$ cat src/core/pdd_pkg.sv
// Function
// - Preset loads digits, zero, then two
// - Modulus clear: divide by eleven, low stages
// - Units at nine arms modulus, next tick sets
// - Modulus set: units stop, divide by ten
// - Tens seven, upper nines arm reload
// - Reload sets, clears modulus, presets chain
// - Reload clears next tick, one pulse cycle
// - Ratio is base minus selected setting
// - Divider leads: up first, then both clear
// - Divider lags: down first, then both clear
// - Lock indication derived from detector state
package pdd_pkg;

  // ----------------------------------------------------------------
  // Register map
  // ----------------------------------------------------------------
  localparam logic [7:0]  ADDR_SELECT = 8'h00;
  localparam logic [7:0]  ADDR_STATUS = 8'h04;
  localparam logic [7:0]  ADDR_CHAIN  = 8'h08;
  localparam logic [15:0] SELECT_RST  = 16'h0000;

  // ----------------------------------------------------------------
  // Divider constants
  // ----------------------------------------------------------------
  localparam int          STAGES      = 6;
  localparam logic [3:0]  FIFTH_LOAD  = 4'h0;
  localparam logic [3:0]  SIXTH_LOAD  = 4'h2;
  localparam logic [3:0]  DIGIT_MAX   = 4'h9;
  localparam logic [3:0]  TENS_TERM   = 4'h7;
  localparam logic [3:0]  PSC_DIV11   = 4'hA;
  localparam logic [3:0]  PSC_DIV10   = 4'h9;

  // ----------------------------------------------------------------
  // Lock window: shortest single-flop pulse that already counts as unlocked
  // ----------------------------------------------------------------
  localparam int CLK_PERIOD_PS = 4000;
  localparam int LOCK_WIN_PS   = 64000;
  localparam int LOCK_WIN_CYC  = (LOCK_WIN_PS / CLK_PERIOD_PS < 1) ? 1 :
                                 LOCK_WIN_PS / CLK_PERIOD_PS;

  typedef struct packed {
    logic [10:0] spare;
    logic        reload;
    logic        modulus;
    logic        pump_down;
    logic        pump_up;
    logic        locked;
  } pdd_status_s;

endpackage : pdd_pkg

$ cat src/core/pdd_divider.sv
`timescale 1ns/10ps
module pdd_divider #(
  parameter int LOCK_WIN = pdd_pkg::LOCK_WIN_CYC
) (
  input  wire  logic        clock,
  input  wire  logic        rstn,
  input  wire  logic        vco_in,
  input  wire  logic        ref_in,
  input  wire  logic        psel,
  input  wire  logic        penable,
  input  wire  logic        pwrite,
  input  wire  logic [7:0]  paddr,
  input  wire  logic [31:0] pwdata,
  output logic        [31:0] prdata,
  output logic               pready,
  output logic               pslverr,
  output logic               div_out,
  output logic               pump_up,
  output logic               pump_down,
  output logic               lock
);

  // ----------------------------------------------------------------
  // Elaboration checks
  // ----------------------------------------------------------------
  // The lone-pulse counter is 16 bits, so the window must fit in it
  if (LOCK_WIN < 1 || LOCK_WIN > 65535) begin : g_bad_lock_win
    $error("LOCK_WIN must lie in 1..65535");
  end

  // Preset wiring and the chain read-back assume six decade stages
  if (pdd_pkg::STAGES != 6) begin : g_bad_stages
    $error("STAGES must be 6");
  end

  // The two moduli must differ by one count or the ratio drifts
  if (pdd_pkg::PSC_DIV11 != pdd_pkg::PSC_DIV10 + 4'h1) begin : g_bad_psc
    $error("prescaler end counts must differ by one");
  end

  // ----------------------------------------------------------------
  // Input edge detection
  // ----------------------------------------------------------------
  logic vco_prev_q;
  logic ref_prev_q;
  logic vco_edge;
  logic ref_edge;

  always_ff @(posedge clock or negedge rstn) begin
    if (!rstn) begin
      vco_prev_q <= 1'b0;
      ref_prev_q <= 1'b0;
    end else begin
      vco_prev_q <= vco_in;
      ref_prev_q <= ref_in;
    end
  end

  // One count per sampled rise; each VCO level must last a full clock
  assign vco_edge = vco_in & ~vco_prev_q;
  assign ref_edge = ref_in & ~ref_prev_q;

  // ----------------------------------------------------------------
  // Frequency select register
  // ----------------------------------------------------------------
  logic [15:0] select_q;
  logic        wr_en;

  // pready is high in every access phase, so it is left out of the strobe
  assign wr_en = psel & penable & pwrite;

  // Digits are taken as written; a non-BCD nibble wraps to zero on its next count, with no carry
  always_ff @(posedge clock or negedge rstn) begin
    if (!rstn) begin
      select_q <= pdd_pkg::SELECT_RST;
    end else if (wr_en && paddr == pdd_pkg::ADDR_SELECT) begin
      select_q <= pwdata[15:0];
    end
  end

  // ----------------------------------------------------------------
  // Dual-modulus prescaler
  // ----------------------------------------------------------------
  logic       modulus_q;
  logic       reload_q;
  logic [3:0] psc_q;
  logic [3:0] psc_last;
  logic       tick;

  // Reload holds the prescaler at ten so both reload phases are 10 counts
  assign psc_last = (modulus_q | reload_q) ? pdd_pkg::PSC_DIV10
                                            : pdd_pkg::PSC_DIV11;
  // Tick marks the last input count of each prescaler cycle
  assign tick     = vco_edge & (psc_q == psc_last);

  always_ff @(posedge clock or negedge rstn) begin
    if (!rstn) begin
      psc_q <= 4'h0;
    end else if (vco_edge) begin
      psc_q <= (psc_q == psc_last) ? 4'h0 : psc_q + 4'h1;
    end
  end

  // ----------------------------------------------------------------
  // Decade chain
  // ----------------------------------------------------------------
  logic [3:0] digit_q [pdd_pkg::STAGES];
  logic [3:0] preset  [pdd_pkg::STAGES];
  logic       advance [pdd_pkg::STAGES];
  logic       units_term;
  logic       reload_term;

  assign preset[0] = select_q[3:0];
  assign preset[1] = select_q[7:4];
  assign preset[2] = select_q[11:8];
  assign preset[3] = select_q[15:12];
  assign preset[4] = pdd_pkg::FIFTH_LOAD;
  assign preset[5] = pdd_pkg::SIXTH_LOAD;

  // Units count only at divide-by-eleven; tens count on every tick outside reload
  assign advance[0] = tick & ~reload_q & ~modulus_q;
  assign advance[1] = tick & ~reload_q;

  // Carry ripples only through stages that already hold nine
  genvar k;
  generate
    for (k = 2; k < pdd_pkg::STAGES; k++) begin : g_carry
      assign advance[k] = advance[k-1] &
                          (digit_q[k-1] == pdd_pkg::DIGIT_MAX);
    end
    for (k = 0; k < pdd_pkg::STAGES; k++) begin : g_stage
      always_ff @(posedge clock or negedge rstn) begin
        if (!rstn) begin
          digit_q[k] <= 4'h0;
        end else if (reload_q) begin
          digit_q[k] <= preset[k];
        end else if (advance[k]) begin
          digit_q[k] <= (digit_q[k] >= pdd_pkg::DIGIT_MAX) ? 4'h0
                        : digit_q[k] + 4'h1;
        end
      end
    end
  endgenerate

  // Units alone at nine arms the modulus flop; with a zero setting the
  // tens stage is at nine in the same tick
  assign units_term  = ~modulus_q &
                       (digit_q[0] == pdd_pkg::DIGIT_MAX);
  assign reload_term = (digit_q[1] == pdd_pkg::TENS_TERM) &
                       (digit_q[2] == pdd_pkg::DIGIT_MAX) &
                       (digit_q[3] == pdd_pkg::DIGIT_MAX) &
                       (digit_q[4] == pdd_pkg::DIGIT_MAX) &
                       (digit_q[5] == pdd_pkg::DIGIT_MAX);

  // ----------------------------------------------------------------
  // Modulus and reload flops
  // ----------------------------------------------------------------
  always_ff @(posedge clock or negedge rstn) begin
    if (!rstn) begin
      modulus_q <= 1'b0;
    end else if (reload_q) begin
      // Reload acts as a held clear and wins over the arming tick
      modulus_q <= 1'b0;
    end else if (tick && units_term) begin
      modulus_q <= 1'b1;
    end
  end

  // Ratio per cycle comes to 800000 minus the four-digit setting
  always_ff @(posedge clock or negedge rstn) begin
    if (!rstn) begin
      reload_q <= 1'b0;
    end else if (tick) begin
      reload_q <= reload_q ? 1'b0 : reload_term;
    end
  end

  always_ff @(posedge clock or negedge rstn) begin
    if (!rstn) begin
      div_out <= 1'b0;
    end else begin
      div_out <= reload_q;
    end
  end

  // ----------------------------------------------------------------
  // Phase/frequency detector
  // ----------------------------------------------------------------
  logic div_edge;
  logic both_set;

  // Divider edge is the tick that sets the reload flop
  assign div_edge = tick & ~reload_q & reload_term;
  assign both_set = pump_up & pump_down;

  // A new edge in the clearing cycle wins over the clear
  always_ff @(posedge clock or negedge rstn) begin
    if (!rstn) begin
      pump_up <= 1'b0;
    end else begin
      pump_up <= div_edge | (pump_up & ~both_set);
    end
  end

  always_ff @(posedge clock or negedge rstn) begin
    if (!rstn) begin
      pump_down <= 1'b0;
    end else begin
      pump_down <= ref_edge | (pump_down & ~both_set);
    end
  end

  // ----------------------------------------------------------------
  // Lock detector
  // ----------------------------------------------------------------
  logic [15:0] single_cnt_q;
  logic        over_win;
  logic        viol_q;

  // Counter saturates at the window so a stuck flop never wraps to zero
  assign over_win = (single_cnt_q >= 16'(LOCK_WIN));

  always_ff @(posedge clock or negedge rstn) begin
    if (!rstn) begin
      single_cnt_q <= 16'h0000;
    end else if (!(pump_up ^ pump_down)) begin
      single_cnt_q <= 16'h0000;
    end else if (!over_win) begin
      single_cnt_q <= single_cnt_q + 16'h0001;
    end
  end

  always_ff @(posedge clock or negedge rstn) begin
    if (!rstn) begin
      viol_q <= 1'b0;
    end else begin
      viol_q <= over_win | (viol_q & ~ref_edge);
    end
  end

  // Judged once per reference period; starts unlocked
  always_ff @(posedge clock or negedge rstn) begin
    if (!rstn) begin
      lock <= 1'b0;
    end else if (ref_edge) begin
      lock <= ~viol_q & ~over_win;
    end
  end

  // ----------------------------------------------------------------
  // APB read path
  // ----------------------------------------------------------------
  pdd_pkg::pdd_status_s status;
  logic                 setup;

  assign setup = psel & ~penable;

  always_comb begin
    status           = '0;
    status.locked    = lock;
    status.pump_up   = pump_up;
    status.pump_down = pump_down;
    status.modulus   = modulus_q;
    status.reload    = reload_q;
  end

  // Data is prepared in the setup cycle so every access ends in one cycle
  always_ff @(posedge clock or negedge rstn) begin
    if (!rstn) begin
      prdata  <= 32'h0000_0000;
      pslverr <= 1'b0;
    end else if (setup) begin
      pslverr <= 1'b0;
      prdata  <= 32'h0000_0000;
      unique case (paddr)
        pdd_pkg::ADDR_SELECT: begin
          prdata <= {16'h0000, select_q};
        end
        pdd_pkg::ADDR_STATUS: begin
          prdata <= {16'h0000, status};
        end
        pdd_pkg::ADDR_CHAIN: begin
          prdata <= {8'h00, digit_q[5], digit_q[4], digit_q[3],
                     digit_q[2], digit_q[1], digit_q[0]};
        end
        default: begin
          pslverr <= 1'b1;
        end
      endcase
    end
  end

  // No wait states: low only in reset, high from the first edge on
  always_ff @(posedge clock or negedge rstn) begin
    if (!rstn) begin
      pready <= 1'b0;
    end else begin
      pready <= 1'b1;
    end
  end

endmodule : pdd_divider

$ cat config.mk
export PLATFORM = sky130hd
export DESIGN_NAME = pdd_divider
export DESIGN_NICKNAME = d
export VERILOG_FILES = /design/src/core/pdd_pkg.sv /design/src/core/pdd_divider.sv
export SDC_FILE = /design/constraint.sdc
export NUM_CORES = 1
export LEC_CHECK = 0
export ABC_AREA = 1
export BUFFER_PORTS_ARGS = -buffer_cell sky130_fd_sc_hd__buf_2
export CAP_MARGIN = 0
export CORE_MARGIN = 2
export CORE_UTILIZATION = 56
export DETAILED_ROUTE_END_ITERATION = 16
export PLACE_DENSITY = 0.84
export SLEW_MARGIN = 10
export SYNTH_ARGS = -nofsm -noshare
export SYNTH_HDL_FRONTEND = slang
export SYNTH_SLANG_ARGS = --single-unit
export TNS_END_PERCENT = 20
$ cat constraint.sdc
create_clock -name clock -period 2 [get_ports clock]
set_input_delay 0.3 -clock clock [delete_from_list [all_inputs] [get_ports clock]]
set_output_delay 0.3 -clock clock [all_outputs]
set_load 0.005 [all_outputs]
==> out/metrics.yaml <==
relSlewSlack_pct: 61.0
synth_warnings: 0
num_io_pins: 85
numClockSinks: 95
p_clk_share_pct: 24.8
first_pass_iters: 5
end_kind: "flop"
rows: 34
synthArstFlopShare_pct: 100
cts_root_buf: "clkbuf_8"
synth_top_area_share_pct: 48.5
cts_max_path_buffers: 2
drcViolationCount: 0
vias: 4025
startpoint: "digit_q[17]$_DFFE_PN0P_"
ir_drop_mv: 0.431
cp_max_fo: 6
pre_cts_ws_ns: 0.280
fin_area_mm2: 0.00553
rr_startpoint: "digit_q[17]$_DFFE_PN0P_"
setup-violations-final: 0
drv_slew: 0
r2r-end: "digit_q[3]$_DFFE_PN0P_"
worst_pin_slew_ns: 0.585
synth_area_mm2: 0.00490
power.leakage_nw: 2.85
cts_tree: "built"
cp.arrival_ns: 2.00
synth_area_leaders: "dfrtp_1 (49%), nand2_1 (10%), inv_1 (6.3%)"
viasPerCell: 5.34
drtIter0Drc: 225
yosysMostFrequentCell: "nand2_1"
hold_violations: 0
fmax_mhz: 576
antenna_cells: 0
port_buffers: 60
syn_inst: 576
rsz0062_at_grt: "false"
final_min_period_over_clock_period_pct: 86.8
gr-total-overflow: 0
period_minus_slack_ns: 1.74
synthFlopType: "dfrtp_1"
swShare_pct: 38.0
synth_common_cells: "nand2_1 (131), dfrtp_1 (95), inv_1 (82)"
p_switching_mw: 1.91
p_per_area_mw_per_mm2: 910
p_int_mw: 3.12
cts_max_level: 3
grt_pass1_vias: 3958
cts.clk_slew.worst_paths_ns: 0.11
r2r_slack_ns: 0.26
detail_route.wl_per_cell_um: 13.9
gp_congestion: 0.908
grt_first_pass_wirelength_um: 18200
layout-drive-gt1-share_pct: 18.3
cts_post_setup_buffers_inserted: 0
nets: 711
cts_resized: 0
initial_utilization_pct: 57.0
postCtsHoldBufs: 1
die_w_um: 97.5
hp-class: "input port to flop"
place_hpwl_um: 7560
core_area_mm2: 0.00859
utilization_pct: 64.3
worst_setup_path_start_kind: "flop"
outcome: "complete, no violations"
dieArea_mm2: 0.00951
critical_path_required_ns: 2.26
seq_power_share_pct: 47.8
grtUsageTotal_pct: 23.3
grt_antenna_before_repair: 0
grt_max_degree: 46
syn-mean-instance-area_um2: 8.50
max_cap_viol_count: 0
yosysTopAreaCell: "dfrtp_1"
ys_seq_elements: 95
skew_ns: 0.0146
comb_power_share_pct: 27.4
endpoint: "digit_q[3]$_DFFE_PN0P_"
cts_buffers: 9
die_y_um: 97.5
dpl-instance-area_mm2: 0.00532
ff2ff_path_depth: 9
seq_area_frac_synth_pct: 48.5
setup_slack_ns: 0.264
area.growth.synth_to_final_pct: 12.8
ys_types: 39
drt-total-wl_um: 10500
ant_nets: 0
crit_type: "flop to flop"
clk_latency_ns: 0.37
synth-edff-count: 0
holdWs_ns: 0.0405
fin_tns_setup_ns: 0
==> power groups by stage <==
stage	sequential (mW)	combinational, mW	clock, mW
6_report	2.40	1.38	1.25
3_5_place_dp	2.43	1.35	0
2_1_floorplan	2.35	1.03	0
5_1_grt	2.43	1.57	1.36
4_1_cts	2.39	1.37	1.27
3_3_place_gp	2.41	1.27	0
==> how the worst min path moves through the flow <==
stage | from | endpoint | slack (ns) | depth (start not counted)
6_report | ref_in | ref_prev_q$_DFF_PN0_ | 0.04 | 1
5_1_grt | ref_in | ref_prev_q$_DFF_PN0_ | 0.04 | 1
4_1_cts | ref_in | ref_prev_q$_DFF_PN0_ | 0.04 | 1
3_5_place_dp | rstn | single_cnt_q[5]$_DFFE_PN0P_ | 0.34 | 1
3_3_place_gp | rstn | single_cnt_q[5]$_DFFE_PN0P_ | 0.34 | 1
2_1_floorplan | rstn | digit_q[0]$_DFFE_PN0P_ | 0.004 | 0
==> critical path, cell delays in order, from the launching register on <==
cell     delay, ns
dfrtp_1       0.43
inv_1         0.11
ha_1          0.14
inv_1         0.07
nor3_4        0.25
nand4_4       0.16
nor2_4        0.18
nand3_2       0.14
nand3_1       0.10
nand2_1       0.05
==> area by class of cell <==
cell class,instances,area [um^2]
flip-flops and latches,95,2380
multi-input cells,378,2070
repair buffers,72,420
clock inverters,7,71.3
clock buffers,9,124
fillers,711,3070
inverters,85,325
well taps,108,135
==> cells by family (layout without fill, tap and decap cells) <==
kind of cell	count (synthesis)	count (layout)	synth area share, %
other	2	9	0.153
adders and majority gates	23	23	5.87
buffers and inverters	110	173	9.68
and+or+nand+nor	249	249	23.9
AOI/OAI and AO/OA	88	88	10.2
xor gates and xnor gates	9	9	1.61
DFF	95	95	48.5
==> routing by layer <==
metal / track usage (%) / vias up / routed length, um
met5: 0 / - / 0
met1: 30.9 / 1910 / 4630
met3: 3.38 / 17 / 588
met4: 8.65 / 0 / 191
li1: - / 1959 / -
met2: 39.2 / 139 / 5090
==> through the flow <==
stage                     power (mW)  cells
after CTS                       5.03    754
after floorplan                 3.39    583
after global placement          3.68    737
after global routing            5.37    754
after detailed placement        3.78    737
final                           5.03    754
==> flip-flops by register name, summed over array words and instances, names as in the netlist, 4 cells and up <==
name	flops
select_q	16
digit_q	24
psc_q	4
single_cnt_q	16
prdata	24
==> cell usage in the layout, fill, tap and decap left out, types with 2 or more instances in the layout <==
cell type,synthesis,layout
clkbuf_8,0,9
inv_8,0,4
o211ai_1,2,2
nor2_2,5,5
buf_4,9,10
nand3_2,2,2
xor2_1,7,7
xnor2_1,2,2
o21ai_0,36,36
inv_1,82,82
nand4_1,9,9
nand2_2,3,3
or2_2,5,5
clkinv_4,1,3
nand4_4,3,3
nor3_1,6,6
nor2_4,3,3
nand3_1,42,42
nand2_1,131,131
a31oi_1,3,3
dfrtp_1,95,95
buf_12,0,2
o22ai_1,7,7
o31ai_1,8,8
a21oi_1,12,12
o221ai_1,2,2
o21ai_1,14,14
nor2_1,35,35
conb_1,2,9
buf_2,5,59
ha_1,23,23
a21oi_2,4,4
Power figures use the tool's default switching activity.
